File: config.mk
export PLATFORM = sky130hd
export DESIGN_NAME = sec_acc_slice
export DESIGN_NICKNAME = d
export VERILOG_FILES = /design/src/sec_acc_pkg.sv /design/src/sec_acc_slice.sv
export SDC_FILE = /design/constraint.sdc
export NUM_CORES = 1
export LEC_CHECK = 0
export BUFFER_PORTS_ARGS = -buffer_cell sky130_fd_sc_hd__buf_2
export CELL_PAD_IN_SITES_DETAIL_PLACEMENT = 1
export CELL_PAD_IN_SITES_GLOBAL_PLACEMENT = 1
export CORE_MARGIN = 4
export CORE_UTILIZATION = 49
export CTS_BUF_LIST = sky130_fd_sc_hd__clkbuf_4 sky130_fd_sc_hd__clkbuf_8
export DETAILED_ROUTE_END_ITERATION = 16
export PLACE_DENSITY_LB_ADDON = 0.1
export SYNTH_ARGS = -nofsm -noshare
export SYNTH_HDL_FRONTEND = slang
export SYNTH_SLANG_ARGS = --single-unit
File: constraint.sdc
create_clock -name i_clock -period 111.5 [get_ports i_clock]
set_clock_uncertainty 0.05 [all_clocks]
set_input_delay 16.725 -clock i_clock [delete_from_list [all_inputs] [get_ports i_clock]]
set_output_delay 16.725 -clock i_clock [all_outputs]
set_load 0.01 [all_outputs]
File: src/sec_acc_pkg.sv
// Purpose: Constants and types for the secondary accumulator slice
// Assumes: One core clock, AXI4-Lite register access
// Notes:   Register byte offsets are word aligned
package sec_acc_pkg;

  // ----------------------------------------------------------------
  // Register map
  // ----------------------------------------------------------------
  localparam logic [7:0] OFF_ACC0_HIGH  = 8'h00;
  localparam logic [7:0] OFF_ACC0_LOW   = 8'h04;
  localparam logic [7:0] OFF_ACC1_HIGH  = 8'h08;
  localparam logic [7:0] OFF_ACC1_LOW   = 8'h0c;
  localparam logic [7:0] OFF_SHIFT_CNT  = 8'h10;
  localparam logic [7:0] OFF_STATUS0    = 8'h14;
  localparam logic [7:0] OFF_STATUS2    = 8'h18;
  localparam logic [7:0] OFF_ACC0_EXT   = 8'h1c;
  localparam logic [7:0] OFF_ACC1_EXT   = 8'h20;

  // ----------------------------------------------------------------
  // Status word zero and two fields
  // ----------------------------------------------------------------
  localparam int ST0_CLAMP_DIS = 0;
  localparam int ST0_EXT_CROSS = 1;
  localparam int ST0_SIGN_LOSS = 2;
  localparam int ST0_LIMIT     = 3;
  localparam int ST2_SHIFT_KIND = 0;

  // ----------------------------------------------------------------
  // Widths, saturation values, responses
  // ----------------------------------------------------------------
  localparam int ACC_W  = 36;
  localparam int HALF_W = 16;
  localparam logic [15:0] SAT_HIGH_POS = 16'h7fff;
  localparam logic [15:0] SAT_HIGH_NEG = 16'h8000;
  localparam logic [15:0] SAT_LOW_POS  = 16'hffff;
  localparam logic [15:0] SAT_LOW_NEG  = 16'h0000;
  localparam logic [35:0] CLAMP_POS    = 36'h07fffffff;
  localparam logic [35:0] CLAMP_NEG    = 36'hf80000000;
  localparam logic [1:0]  RESP_OKAY    = 2'b00;
  localparam logic [1:0]  RESP_SLVERR  = 2'b10;

  // Datapath operations issued by instruction control
  typedef enum logic [2:0] {
    OP_NONE  = 3'b000,
    OP_SWAP  = 3'b001,
    OP_SHIFT = 3'b011,
    OP_CLAMP = 3'b010,
    OP_EXP   = 3'b110
  } dp_op_t;

endpackage

File: src/sec_acc_slice.sv
// Purpose: Secondary accumulators, shift count and move saturation
// Assumes: Register bus is AXI4-Lite; ops arrive as one-cycle strobes
// Notes:   Extension nibbles are read only over the bus
//
// Local design decisions: the address map and the AXI4-Lite register port.
`timescale 1ns/1ps
`default_nettype none

// Contract
// - Two 36-bit accumulators, halves bus accessible
// - Exchange with primary accumulators in one cycle
// - Accumulators feed exponent unit and shifter
// - Flags update from field, ALU, shifter ops
// - Shifter result past bit 31 sets cross
// - Sign loss sets sign-loss and sticky limit
// - High-half writes sign-extend through 36 bits; low-half writes zero-fill
// - Writing one half clears the other
// - Full 36-bit load by shift or exchange
// - Extension reachable only by shift, exchange, clamp, high-half write sign extension or low-half write zero fill
// - Shift count register drives shift amount
// - Exponent result written to shift count
// - Shift count is also a data register
// - Overflowed moves and clamps give full scale
// - Move saturation leaves accumulator unchanged
// - Saturated values 7fff/ffff or 8000/0000
// - Saturation uses current accumulator contents
// - Saturation correct after exchange
// - Disable bit stops move saturation only
// - Actual limiting sets sticky limit flag
// - Right shift kind from status two bit
module sec_acc_slice
  import sec_acc_pkg::*;
(
  input  wire logic        i_clock,
  input  wire logic        i_sys_rst,
  // AXI4-Lite slave
  input  wire logic [7:0]  i_awaddr,
  input  wire logic        i_awvalid,
  output var  logic        o_awready,
  input  wire logic [31:0] i_wdata,
  input  wire logic [3:0]  i_wstrb,
  input  wire logic        i_wvalid,
  output var  logic        o_wready,
  output var  logic [1:0]  o_bresp,
  output var  logic        o_bvalid,
  input  wire logic        i_bready,
  input  wire logic [7:0]  i_araddr,
  input  wire logic        i_arvalid,
  output var  logic        o_arready,
  output var  logic [31:0] o_rdata,
  output var  logic [1:0]  o_rresp,
  output var  logic        o_rvalid,
  input  wire logic        i_rready,
  // Core datapath side
  input  wire logic [2:0]  i_op,
  input  wire logic        i_op_sel,
  input  wire logic        i_op_src,
  input  wire logic [35:0] i_primary_acc,
  input  wire logic [35:0] i_shift_src,
  input  wire logic        i_shift_use_count,
  input  wire logic [6:0]  i_shift_imm,
  input  wire logic        i_alu_flag_we,
  input  wire logic [3:0]  i_alu_flags,
  output var  logic [35:0] o_to_primary,
  output var  logic [35:0] o_operand,
  output var  logic [15:0] o_shift_count
);

  // ----------------------------------------------------------------
  // Storage
  // ----------------------------------------------------------------
  logic [35:0] acc_q [2];
  logic [15:0] shift_cnt_q;
  logic [3:0]  st0_q;
  logic        st2_kind_q;

  // ----------------------------------------------------------------
  // Helper functions
  // ----------------------------------------------------------------
  function automatic logic overflowed(input logic [35:0] a);
    overflowed = !((a[35:31] == 5'h00) || (a[35:31] == 5'h1f));
  endfunction

  // Saturated view of one half for the bus
  function automatic logic [15:0] move_value(input logic [35:0] a,
                                             input logic hi,
                                             input logic dis);
    if (!dis && overflowed(a)) begin
      if (a[35]) begin
        move_value = hi ? SAT_HIGH_NEG : SAT_LOW_NEG;
      end else begin
        move_value = hi ? SAT_HIGH_POS : SAT_LOW_POS;
      end
    end else begin
      move_value = hi ? a[31:16] : a[15:0];
    end
  endfunction

  function automatic logic [5:0] exponent(input logic [35:0] a);
    logic [5:0] n;
    n = 6'd0;
    for (int k = 35; k >= 0; k--) begin
      if (a[k] == a[35] && n == 6'(35 - k)) begin
        n = n + 6'd1;
      end
    end
    exponent = n - 6'd5;
  endfunction

  // ----------------------------------------------------------------
  // Barrel shifter
  // ----------------------------------------------------------------
  logic signed [6:0] sh_amt;
  logic [35:0]       sh_in;
  logic [71:0]       sh_ext;
  logic [71:0]       sh_wide;
  logic [35:0]       sh_res;
  logic              sh_cross;
  logic              sh_loss;
  logic [6:0]        sh_mag;

  always_comb begin
    sh_amt  = i_shift_use_count ? shift_cnt_q[6:0] : i_shift_imm;
    sh_in   = i_op_src ? acc_q[i_op_sel] : i_shift_src;
    sh_ext  = {{36{sh_in[35] & ~st2_kind_q}}, sh_in};
    sh_mag  = sh_amt[6] ? 7'(-sh_amt) : sh_amt;
    if (sh_amt[6]) begin
      sh_wide = sh_ext >> sh_mag;
    end else begin
      sh_wide = sh_ext << sh_mag;
    end
    sh_res   = sh_wide[35:0];
    sh_cross = (sh_res[35:31] != {5{sh_res[31]}});
    sh_loss  = !sh_amt[6] && (sh_wide[71:35] != {37{sh_res[35]}});
  end

  // ----------------------------------------------------------------
  // AXI4-Lite write channel
  // ----------------------------------------------------------------
  logic        aw_have_q;
  logic        w_have_q;
  logic [7:0]  aw_addr_q;
  logic [31:0] w_data_q;
  logic [3:0]  w_strb_q;
  logic        wr_fire;
  logic        wr_hit;

  assign wr_fire = aw_have_q && w_have_q && !o_bvalid;

  always_ff @(posedge i_clock) begin
    if (i_sys_rst) begin
      aw_have_q <= 1'b0;
      w_have_q  <= 1'b0;
      aw_addr_q <= 8'h00;
      w_data_q  <= 32'h0000_0000;
      w_strb_q  <= 4'h0;
    end else begin
      if (i_awvalid && o_awready) begin
        aw_have_q <= 1'b1;
        aw_addr_q <= i_awaddr;
      end else if (wr_fire) begin
        aw_have_q <= 1'b0;
      end
      if (i_wvalid && o_wready) begin
        w_have_q <= 1'b1;
        w_data_q <= i_wdata;
        w_strb_q <= i_wstrb;
      end else if (wr_fire) begin
        w_have_q <= 1'b0;
      end
    end
  end

  // Ready flags registered from the next holding state
  logic aw_have_d;
  logic w_have_d;
  logic bvalid_d;

  always_comb begin
    aw_have_d = (i_awvalid && o_awready) || (aw_have_q && !wr_fire);
    w_have_d  = (i_wvalid && o_wready) || (w_have_q && !wr_fire);
    bvalid_d  = wr_fire || (o_bvalid && !i_bready);
  end

  always_ff @(posedge i_clock) begin
    if (i_sys_rst) begin
      o_awready <= 1'b0;
      o_wready  <= 1'b0;
    end else begin
      o_awready <= !aw_have_d && !bvalid_d;
      o_wready  <= !w_have_d && !bvalid_d;
    end
  end

  always_comb begin
    wr_hit = (aw_addr_q == OFF_ACC0_HIGH) || (aw_addr_q == OFF_ACC0_LOW) ||
             (aw_addr_q == OFF_ACC1_HIGH) || (aw_addr_q == OFF_ACC1_LOW) ||
             (aw_addr_q == OFF_SHIFT_CNT) || (aw_addr_q == OFF_STATUS0) ||
             (aw_addr_q == OFF_STATUS2);
  end

  always_ff @(posedge i_clock) begin
    if (i_sys_rst) begin
      o_bvalid <= 1'b0;
      o_bresp  <= RESP_OKAY;
    end else if (wr_fire) begin
      o_bvalid <= 1'b1;
      o_bresp  <= wr_hit ? RESP_OKAY : RESP_SLVERR;
    end else if (o_bvalid && i_bready) begin
      o_bvalid <= 1'b0;
    end
  end

  // Sixteen-bit write data, byte lanes honoured
  logic [15:0] wval;
  assign wval = {w_strb_q[1] ? w_data_q[15:8] : 8'h00,
                 w_strb_q[0] ? w_data_q[7:0]  : 8'h00};

  // ----------------------------------------------------------------
  // Accumulator update
  // ----------------------------------------------------------------
  logic [35:0] clamp_res;
  logic        clamp_hit;

  always_comb begin
    clamp_hit = overflowed(acc_q[i_op_sel]);
    clamp_res = clamp_hit ? (acc_q[i_op_sel][35] ? CLAMP_NEG : CLAMP_POS)
                          : acc_q[i_op_sel];
  end

  always_ff @(posedge i_clock) begin
    if (i_sys_rst) begin
      acc_q[0] <= 36'h0;
      acc_q[1] <= 36'h0;
    end else begin
      case (dp_op_t'(i_op))
        OP_SWAP: begin
          acc_q[i_op_sel] <= i_primary_acc;
        end
        OP_SHIFT: begin
          acc_q[i_op_sel] <= sh_res;
        end
        OP_CLAMP: begin
          acc_q[i_op_sel] <= clamp_res;
        end
        default: begin
          if (wr_fire) begin
            if (aw_addr_q == OFF_ACC0_HIGH) begin
              acc_q[0] <= {{4{wval[15]}}, wval, 16'h0000};
            end else if (aw_addr_q == OFF_ACC0_LOW) begin
              acc_q[0] <= {20'h00000, wval};
            end else if (aw_addr_q == OFF_ACC1_HIGH) begin
              acc_q[1] <= {{4{wval[15]}}, wval, 16'h0000};
            end else if (aw_addr_q == OFF_ACC1_LOW) begin
              acc_q[1] <= {20'h00000, wval};
            end
          end
        end
      endcase
    end
  end

  // ----------------------------------------------------------------
  // Shift count register and status words
  // ----------------------------------------------------------------
  logic [5:0] exp_val;

  assign exp_val = exponent(acc_q[i_op_sel]);

  always_ff @(posedge i_clock) begin
    if (i_sys_rst) begin
      shift_cnt_q <= 16'h0000;
    end else if (dp_op_t'(i_op) == OP_EXP) begin
      shift_cnt_q <= {{10{exp_val[5]}}, exp_val};
    end else if (wr_fire && aw_addr_q == OFF_SHIFT_CNT) begin
      shift_cnt_q <= wval;
    end
  end

  // Move limiting event from a bus read of a half
  logic rd_limit;

  always_ff @(posedge i_clock) begin
    if (i_sys_rst) begin
      st0_q      <= 4'h0;
      st2_kind_q <= 1'b0;
    end else begin
      if (wr_fire && aw_addr_q == OFF_STATUS2) begin
        st2_kind_q <= wval[ST2_SHIFT_KIND];
      end
      if (wr_fire && aw_addr_q == OFF_STATUS0) begin
        st0_q <= wval[3:0];
      end
      if (i_alu_flag_we) begin
        st0_q[ST0_EXT_CROSS] <= i_alu_flags[ST0_EXT_CROSS];
        st0_q[ST0_SIGN_LOSS] <= i_alu_flags[ST0_SIGN_LOSS];
        if (i_alu_flags[ST0_SIGN_LOSS]) begin
          st0_q[ST0_LIMIT] <= 1'b1;
        end
      end
      if (dp_op_t'(i_op) == OP_SHIFT) begin
        st0_q[ST0_EXT_CROSS] <= sh_cross;
        st0_q[ST0_SIGN_LOSS] <= sh_loss;
        if (sh_loss) begin
          st0_q[ST0_LIMIT] <= 1'b1;
        end
      end
      if ((dp_op_t'(i_op) == OP_CLAMP && clamp_hit) || rd_limit) begin
        st0_q[ST0_LIMIT] <= 1'b1;
      end
    end
  end

  // ----------------------------------------------------------------
  // AXI4-Lite read channel
  // ----------------------------------------------------------------
  logic [15:0] rd_val;
  logic        rd_ok;
  logic        rd_fire;

  assign rd_fire = i_arvalid && o_arready;

  always_comb begin
    rd_val   = 16'h0000;
    rd_ok    = 1'b1;
    rd_limit = 1'b0;
    if (i_araddr == OFF_ACC0_HIGH || i_araddr == OFF_ACC1_HIGH) begin
      rd_val = move_value(acc_q[i_araddr[3]], 1'b1,
                          st0_q[ST0_CLAMP_DIS]);
      rd_limit = rd_fire && !st0_q[ST0_CLAMP_DIS] &&
                 overflowed(acc_q[i_araddr[3]]);
    end else if (i_araddr == OFF_ACC0_LOW || i_araddr == OFF_ACC1_LOW) begin
      rd_val = move_value(acc_q[i_araddr[3]], 1'b0,
                          st0_q[ST0_CLAMP_DIS]);
      rd_limit = rd_fire && !st0_q[ST0_CLAMP_DIS] &&
                 overflowed(acc_q[i_araddr[3]]);
    end else if (i_araddr == OFF_SHIFT_CNT) begin
      rd_val = shift_cnt_q;
    end else if (i_araddr == OFF_STATUS0) begin
      rd_val = {12'h000, st0_q};
    end else if (i_araddr == OFF_STATUS2) begin
      rd_val = {15'h0000, st2_kind_q};
    end else if (i_araddr == OFF_ACC0_EXT) begin
      rd_val = {12'h000, acc_q[0][35:32]};
    end else if (i_araddr == OFF_ACC1_EXT) begin
      rd_val = {12'h000, acc_q[1][35:32]};
    end else begin
      rd_ok = 1'b0;
    end
  end

  always_ff @(posedge i_clock) begin
    if (i_sys_rst) begin
      o_rvalid <= 1'b0;
      o_rdata  <= 32'h0000_0000;
      o_rresp  <= RESP_OKAY;
    end else if (rd_fire) begin
      o_rvalid <= 1'b1;
      o_rdata  <= {16'h0000, rd_val};
      o_rresp  <= rd_ok ? RESP_OKAY : RESP_SLVERR;
    end else if (o_rvalid && i_rready) begin
      o_rvalid <= 1'b0;
    end
  end

  always_ff @(posedge i_clock) begin
    if (i_sys_rst) begin
      o_arready <= 1'b0;
    end else begin
      o_arready <= !o_arready && !o_rvalid && !rd_fire && i_arvalid;
    end
  end

  // ----------------------------------------------------------------
  // Datapath outputs
  // ----------------------------------------------------------------
  always_ff @(posedge i_clock) begin
    if (i_sys_rst) begin
      o_to_primary  <= 36'h0;
      o_operand     <= 36'h0;
      o_shift_count <= 16'h0000;
    end else begin
      o_to_primary  <= (dp_op_t'(i_op) == OP_SWAP) ? acc_q[i_op_sel]
                                                   : o_to_primary;
      o_operand     <= acc_q[i_op_sel];
      o_shift_count <= shift_cnt_q;
    end
  end

endmodule

`default_nettype wire

After elaboration in Yosys (flattened, before gate mapping)
Memories as Yosys holds them, arrays and structs flattened. Cells that the tools add are included. Widths: inputs -> output; s select.

Word-level logic and storage cells: 381. Output and inout bits: 129. RAM bits: 72. Memories: 1. Register bits: 162.

Memories: acc_q (depth 2, bits a word 36, read ports 4, clocked after Yosys merged registers in 0, write ports 2, RTL line sec_acc_slice.sv:72) `logic [35:0] acc_q [2];`.

Equal/unequal tests: 91. Bitwise logic cells: 8. Shift operators: 2. Reduce and logical (&&, ||, !) cells: 96. $add $sub $neg: 36. Multiplexer cells: 126.

Operators with widths (count): $mux 36 (10); $add 6x1->6 const B (34); $mux 6 (34); $mux 16 (9); $eq 6x5->1 const B (16); $mux 72 (1); $shl 72x7->72 (1); $shr 72x7->72 (1); $mux 1 (58); $logic_and 1x1->1 (57); $eq 8x5->1 const B (7); $eq 6x4->1 const B (8); $ne 36x36->1 (1); $reduce_or 36->1 (1); $eq 1x1->1 (35); $eq 8x4->1 const B (4); $eq 6x3->1 const B (4); $eq 6x6->1 const B (4); $mux 4 (5); $eq 8x3->1 const B (2); $logic_not 8->1 (2); $mux 8 (2); $logic_or 1x1->1 (14); $mux 7 (2); 19 further kinds (47).

Logic depth before layout (Yosys ltp)
An unclocked memory read counts as a cell.

Depth after elaboration: 107. Gate-level depth with buffers: 200. Depth with buffers taken out: 192.

Worst setup path before layout
No wires, ideal clock.

Kind: input port to flip-flop. Start: in i_op_sel. End: reg shift_cnt_q[4]. Setup slack: 61676 ps. Stages: 184. Library setup time: 86 ps. Data required time: 111364 ps. Arrival: 49689 ps. Path through: buf_6 mux2_4 a21oi_1 a22oi_1 ha_1 nand2b_1 o22ai_2 a221oi_2 nor2_1 inv_1 ha_1 nand2b_1 o22ai_1 a21boi_1 o31a_2 buf_4 o21ai_0 ha_1 [... 148 more ...] a211o_1 a21oi_1 ha_1 nand2_1 or3_1 a31oi_1 and2_1 ha_1 nand2_1 a21oi_1 or3b_2 a21o_1 and2_1 ha_1 nor2_1 o21ai_0 o221a_2 a211oi_1.

Cells in the longest elaborated chain, start to end: 107. Elaborated cells on any way between the ends: 175.

Ends and longest elaborated chain: start: declaration (RTL line sec_acc_slice.sv:56) `input wire logic i_op_sel,`; $mem_v2 2x36 *; branches (longest 103 deep; another with $add 6x1->6); $mux 6 * (RTL line sec_acc_slice.sv:103) `if (a[k] == a[35] && n == 6'(35 - k)) begin`; $sub 6x3->6 * (RTL line sec_acc_slice.sv:107) `exponent = n - 6'd5;`; $mux 16 * (RTL line sec_acc_slice.sv:273) `end else if (dp_op_t'(i_op) == OP_EXP) begin`; end signal: assignment (RTL line sec_acc_slice.sv:274) `shift_cnt_q <= {{10{exp_val[5]}}, exp_val};`; end signal: assignment (RTL line sec_acc_slice.sv:276) `shift_cnt_q <= wval;`; end: declaration (RTL line sec_acc_slice.sv:73) `logic [15:0] shift_cnt_q;`.

Every way passes the cells marked *. A chain may end at the register's enable or synchronous reset.

Worst setup path in the final report
Same ends and word-level chain as after synthesis.

==> summary by stage <==
Synth
Each instance of the synthesized netlist takes up on average 7.48 µm². By area the synthesized netlist is led by sky130_fd_sc_hd__dfxtp_1 14%, sky130_fd_sc_hd__mux2i_1 9.8%, sky130_fd_sc_hd__edfxtp_1 9.4%. The gate count of the mapped netlist is 3071. The number of different library cells used by synthesis comes to 126. The number of warnings printed during yosys synthesis is 0.

The area share of the leading cell type in the synthesized netlist is 0.139. In this run the cell area of the synthesized design comes to 23000 µm². The proportion of register bits with asynchronous set or reset after synthesis is 0. The share of the yosys chip area belonging to registers is 0.234.

The dominant synthesized flop cell is sky130_fd_sc_hd__dfxtp_1. Of all cell types, the one taking the most synthesized area is sky130_fd_sc_hd__dfxtp_1. The post-synthesis register bit count is 232. The synthesized design contains 72 enable-type register cells.

Floorplanning
The die is 225 µm wide. The height of the die is 225 µm. The initial utilization of the core area, before any placement, comes to 0.494.

After floorplanning, the core was sized to cover 46500 µm². The count of pins on the block boundary is 278. The floorplan step defined a die boundary enclosing 50400 µm². After floorplanning, the core was divided into 79 placement rows.

Timing
The final number of max-transition violations is 0. The final worst-path cycle share is 0.520. Setup violations remaining at the end of the flow were counted as 0. The maximum clock frequency is 0.0173 GHz.

The final hold violation count is 0. Setup repair after global routing left no endpoint under its margin. The worst slew margin relative to its limit is 0.0750. Across all setup checks in the final design, the least slack found is 53.56 ns. Setup total negative slack on the finished layout was measured at 0 ns. The actual transition at the worst max-transition pin is 1.35 ns.

Across all hold checks on the routed design, the worst slack comes to 0.406 ns. The post-layout minimum cycle time is 57.94 ns.

Critical path
The most frequent cell on the critical path is sky130_fd_sc_hd__ha_1. Data on the critical path is required at its endpoint by 111.90 ns. The critical path is of the in -> reg type. The kind of cell with the highest combined delay on the critical path is simple AND/OR/NAND/NOR gates. The type of destination of the critical path is a register. The delay of the slowest cell on the worst path is 0.74 ns. The worst-path maximum fanout is 44.

The number of buffer and inverter instances along the worst setup path is 10. STA classifies the critical path startpoint as an input port. The slowest stage of the critical path belongs to the cell sky130_fd_sc_hd__a22oi_1. The arrival time of the worst setup path is 58.35 ns.

Cells and area
Of the cells placed in the final design, the portion with a size suffix greater than 1 is 0.167. The finished layout cell area is 25400 µm². Compared with the post-synthesis result, the final layout area differs by 10.5%. The count of nets after finishing is 3396.

Clock network
For the worst-skew pair, the clock arrives at the later sink with an insertion delay of 0.59 ns. The number of hold-repair buffers added at the cts stage is 0. The number of clock sinks is 232.

The clock tree synthesis step divided the H-tree into 2 levels. Gates resized during post-CTS repair numbered 0. The clock transition at the registers of the reported paths is 0.06 ns. The buffers inserted during post-CTS setup optimization is 0. The longest clock path from root to sink contains 3 buffers. TritonCTS built the clock tree. The CTS root buffer is sky130_fd_sc_hd__clkbuf_8. The number of clock buffers added by TritonCTS is 37.

Power
The share of total power in sequential cells is 0.264. Power comes to 0.362 mW. Dividing total power by cell area gives a power density of 14.3 nW/µm². The worst voltage drop across the vdd grid is 0.00000979 V.

The total internal power is 0.195 mW. The share of total power dissipated in combinational logic is 0.504. Of the total power, the share spent switching nets is 0.461.

The static leakage is 10.3 nW. The part of the power in the clock network is 0.233. The switching power is 0.167 mW.

GRT
The first global-routing pass estimated 159000 µm of wire. The number of antenna violations at the first check in global routing is 8. The number of global-route vias before repair came to 26.1k. Summed over all layers, the global routing overflow is 0.

Entering global routing, the biggest net connects 100 pins. In the global route stage, overall resource usage came out at 0.403.

Place
At the placement stage, the worst setup path has a slack of 54.07 ns. The routability congestion estimate is 1.02. In this run the cell area measured after placement is 24500 µm². In this run the tool buffered the top-level ports with 239 buffer cells. The final HPWL from detailed placement is 81000 µm.

Run
Max-cap violations in this run came to 0.

Detailed routing
The routed design has 108000 µm of wire. Using the TritonRoute via totals, the vias-per-cell ratio works out to 6.93. For this block, the via count after detailed routing is 26.6k. The first detailed-routing pass took 6 iterations. Once detail routing completed, the nets flagged for antenna violations numbered 0. The average wire per cell in the routed design is 28.1 µm. The detailed router finished its first iteration with 3381 violations. The number of design rule violations left after detail routing is 0.

Hold path
The path category of the worst min-delay check is reg -> reg.

Run status
The flow ran to the end, and the final reports show no timing, DRC or antenna violations.
-- layout make-up --
cell class,instances,area (µm²)
diodes,3,7.51
clock inverters,13,149
repair buffers,301,1670
fillers,5899,21100
multi-input cells,2558,16500
clock buffers,53,679
flip-flops and latches,232,5370
well taps,607,759
inverters,65,246
-- worst register-to-register path: cells and delay by family, from the launching register on --
kind / cells / cell delay [ns]
multiplexers: 6 / 2.09
flip-flops: 1 / 0.65
adder cells (fa/ha/maj): 31 / 6.86
AND/OR/NAND/NOR: 80 / 15.75
XOR/XNOR: 5 / 1.52
buffers and inverters: 9 / 1.47
AO/OA/AOI/OAI: 52 / 13.47
-- cells by family after synthesis --
kind of cell / synth area share
and+or+nand+nor: 0.225
AOI/OAI and AO/OA: 0.290
buffers and inverters: 0.0584
muxes: 0.142
DFF: 0.234
xor gates and xnor gates: 0.0232
adders and majority gates: 0.0283
other: 0.000163
-- state kept, by name, indices dropped and copies added (netlist names), 2 cells and up --
name and flops:
o_to_primary 36, aw_addr_q 8, w_data_q 16, shift_cnt_q 16, w_strb_q 2, o_shift_count 16
st0_q 4, o_operand 36, o_rdata 16, acc_q 72
-- per-layer routing --
layer / global-route usage / part of all wire / wire, µm / vias to the layer above
met5: 0.0104 / 0.0015 / 156 / -
met4: 0.188 / 0.056 / 6040 / 14
met3: 0.0978 / 0.11 / 12000 / 368
met2: 0.631 / 0.44 / 47500 / 1618
met1: 0.525 / 0.39 / 41800 / 12930
li1: - / - / - / 11627
-- through the flow --
| step | cells | utilization |
|---|---|---|
| 3_3_place_gp | 3763 | 0.528 |
| 3_5_place_dp | 3763 | 0.528 |
| 2_1_floorplan | 3095 | - |
| 5_1_grt | 3829 | 0.546 |
| 6_report | 3832 | 0.546 |
| 4_1_cts | 3829 | 0.546 |
-- layout by cell type, fill, tap and decap left out, types with 28 or more instances in the layout --
cell / count
sky130_fd_sc_hd__dfxtp_1: 160
sky130_fd_sc_hd__ha_1: 52
sky130_fd_sc_hd__mux2i_1: 226
sky130_fd_sc_hd__nor2b_1: 28
sky130_fd_sc_hd__nor2_1: 388
sky130_fd_sc_hd__nand3_1: 95
sky130_fd_sc_hd__a21oi_1: 232
sky130_fd_sc_hd__xnor2_1: 41
sky130_fd_sc_hd__o211ai_1: 75
sky130_fd_sc_hd__edfxtp_1: 72
sky130_fd_sc_hd__nor3_1: 65
sky130_fd_sc_hd__buf_4: 64
sky130_fd_sc_hd__mux2_2: 37
sky130_fd_sc_hd__a211oi_1: 87
sky130_fd_sc_hd__buf_2: 236
sky130_fd_sc_hd__o31ai_1: 57
sky130_fd_sc_hd__o22ai_1: 51
sky130_fd_sc_hd__o21ai_0: 241
sky130_fd_sc_hd__inv_1: 58
sky130_fd_sc_hd__nand2_1: 375
sky130_fd_sc_hd__clkbuf_8: 45
-- cells in the mapped netlist, drive strengths merged (24+ instances only) --
cell and instances:
o22ai 54, nand2 375, nor4 24, inv 65, nand3 97, xnor2 47, and2 29, edfxtp 72
nor2b 28, nor3 69, o21ai 252, nor2 390, clkbuf 166, buf 71, mux2 42, mux2i 233
dfxtp 160, o211ai 78, ha 52, a211oi 101, a31oi 24, o31ai 59, a21oi 236
-- power groups by stage --
stage | Sequential, mW | Combinational, mW | Clock, mW
3_5_place_dp | 0.0970 | 0.174 | 0
3_3_place_gp | 0.0966 | 0.169 | 0
2_1_floorplan | 0.0962 | 0.118 | 0
6_report | 0.0954 | 0.182 | 0.0842
5_1_grt | 0.0957 | 0.194 | 0.0876
4_1_cts | 0.0952 | 0.175 | 0.0838
-- final timing paths --
path,from,endpoint,slack (ns),depth (start not counted)
max,i_op_sel,shift_cnt_q[4]$_SDFFE_PP0P_,53.56,184
min,w_data_q[15]$_SDFFE_PP0P_,w_data_q[15]$_SDFFE_PP0P_,0.41,2
max reg2reg,acc_q[0][35]$_DFFE_PP_,shift_cnt_q[4]$_SDFFE_PP0P_,69.50,183
min reg2reg,w_data_q[15]$_SDFFE_PP0P_,w_data_q[15]$_SDFFE_PP0P_,0.41,2
(Power assumes the default switching activity.)
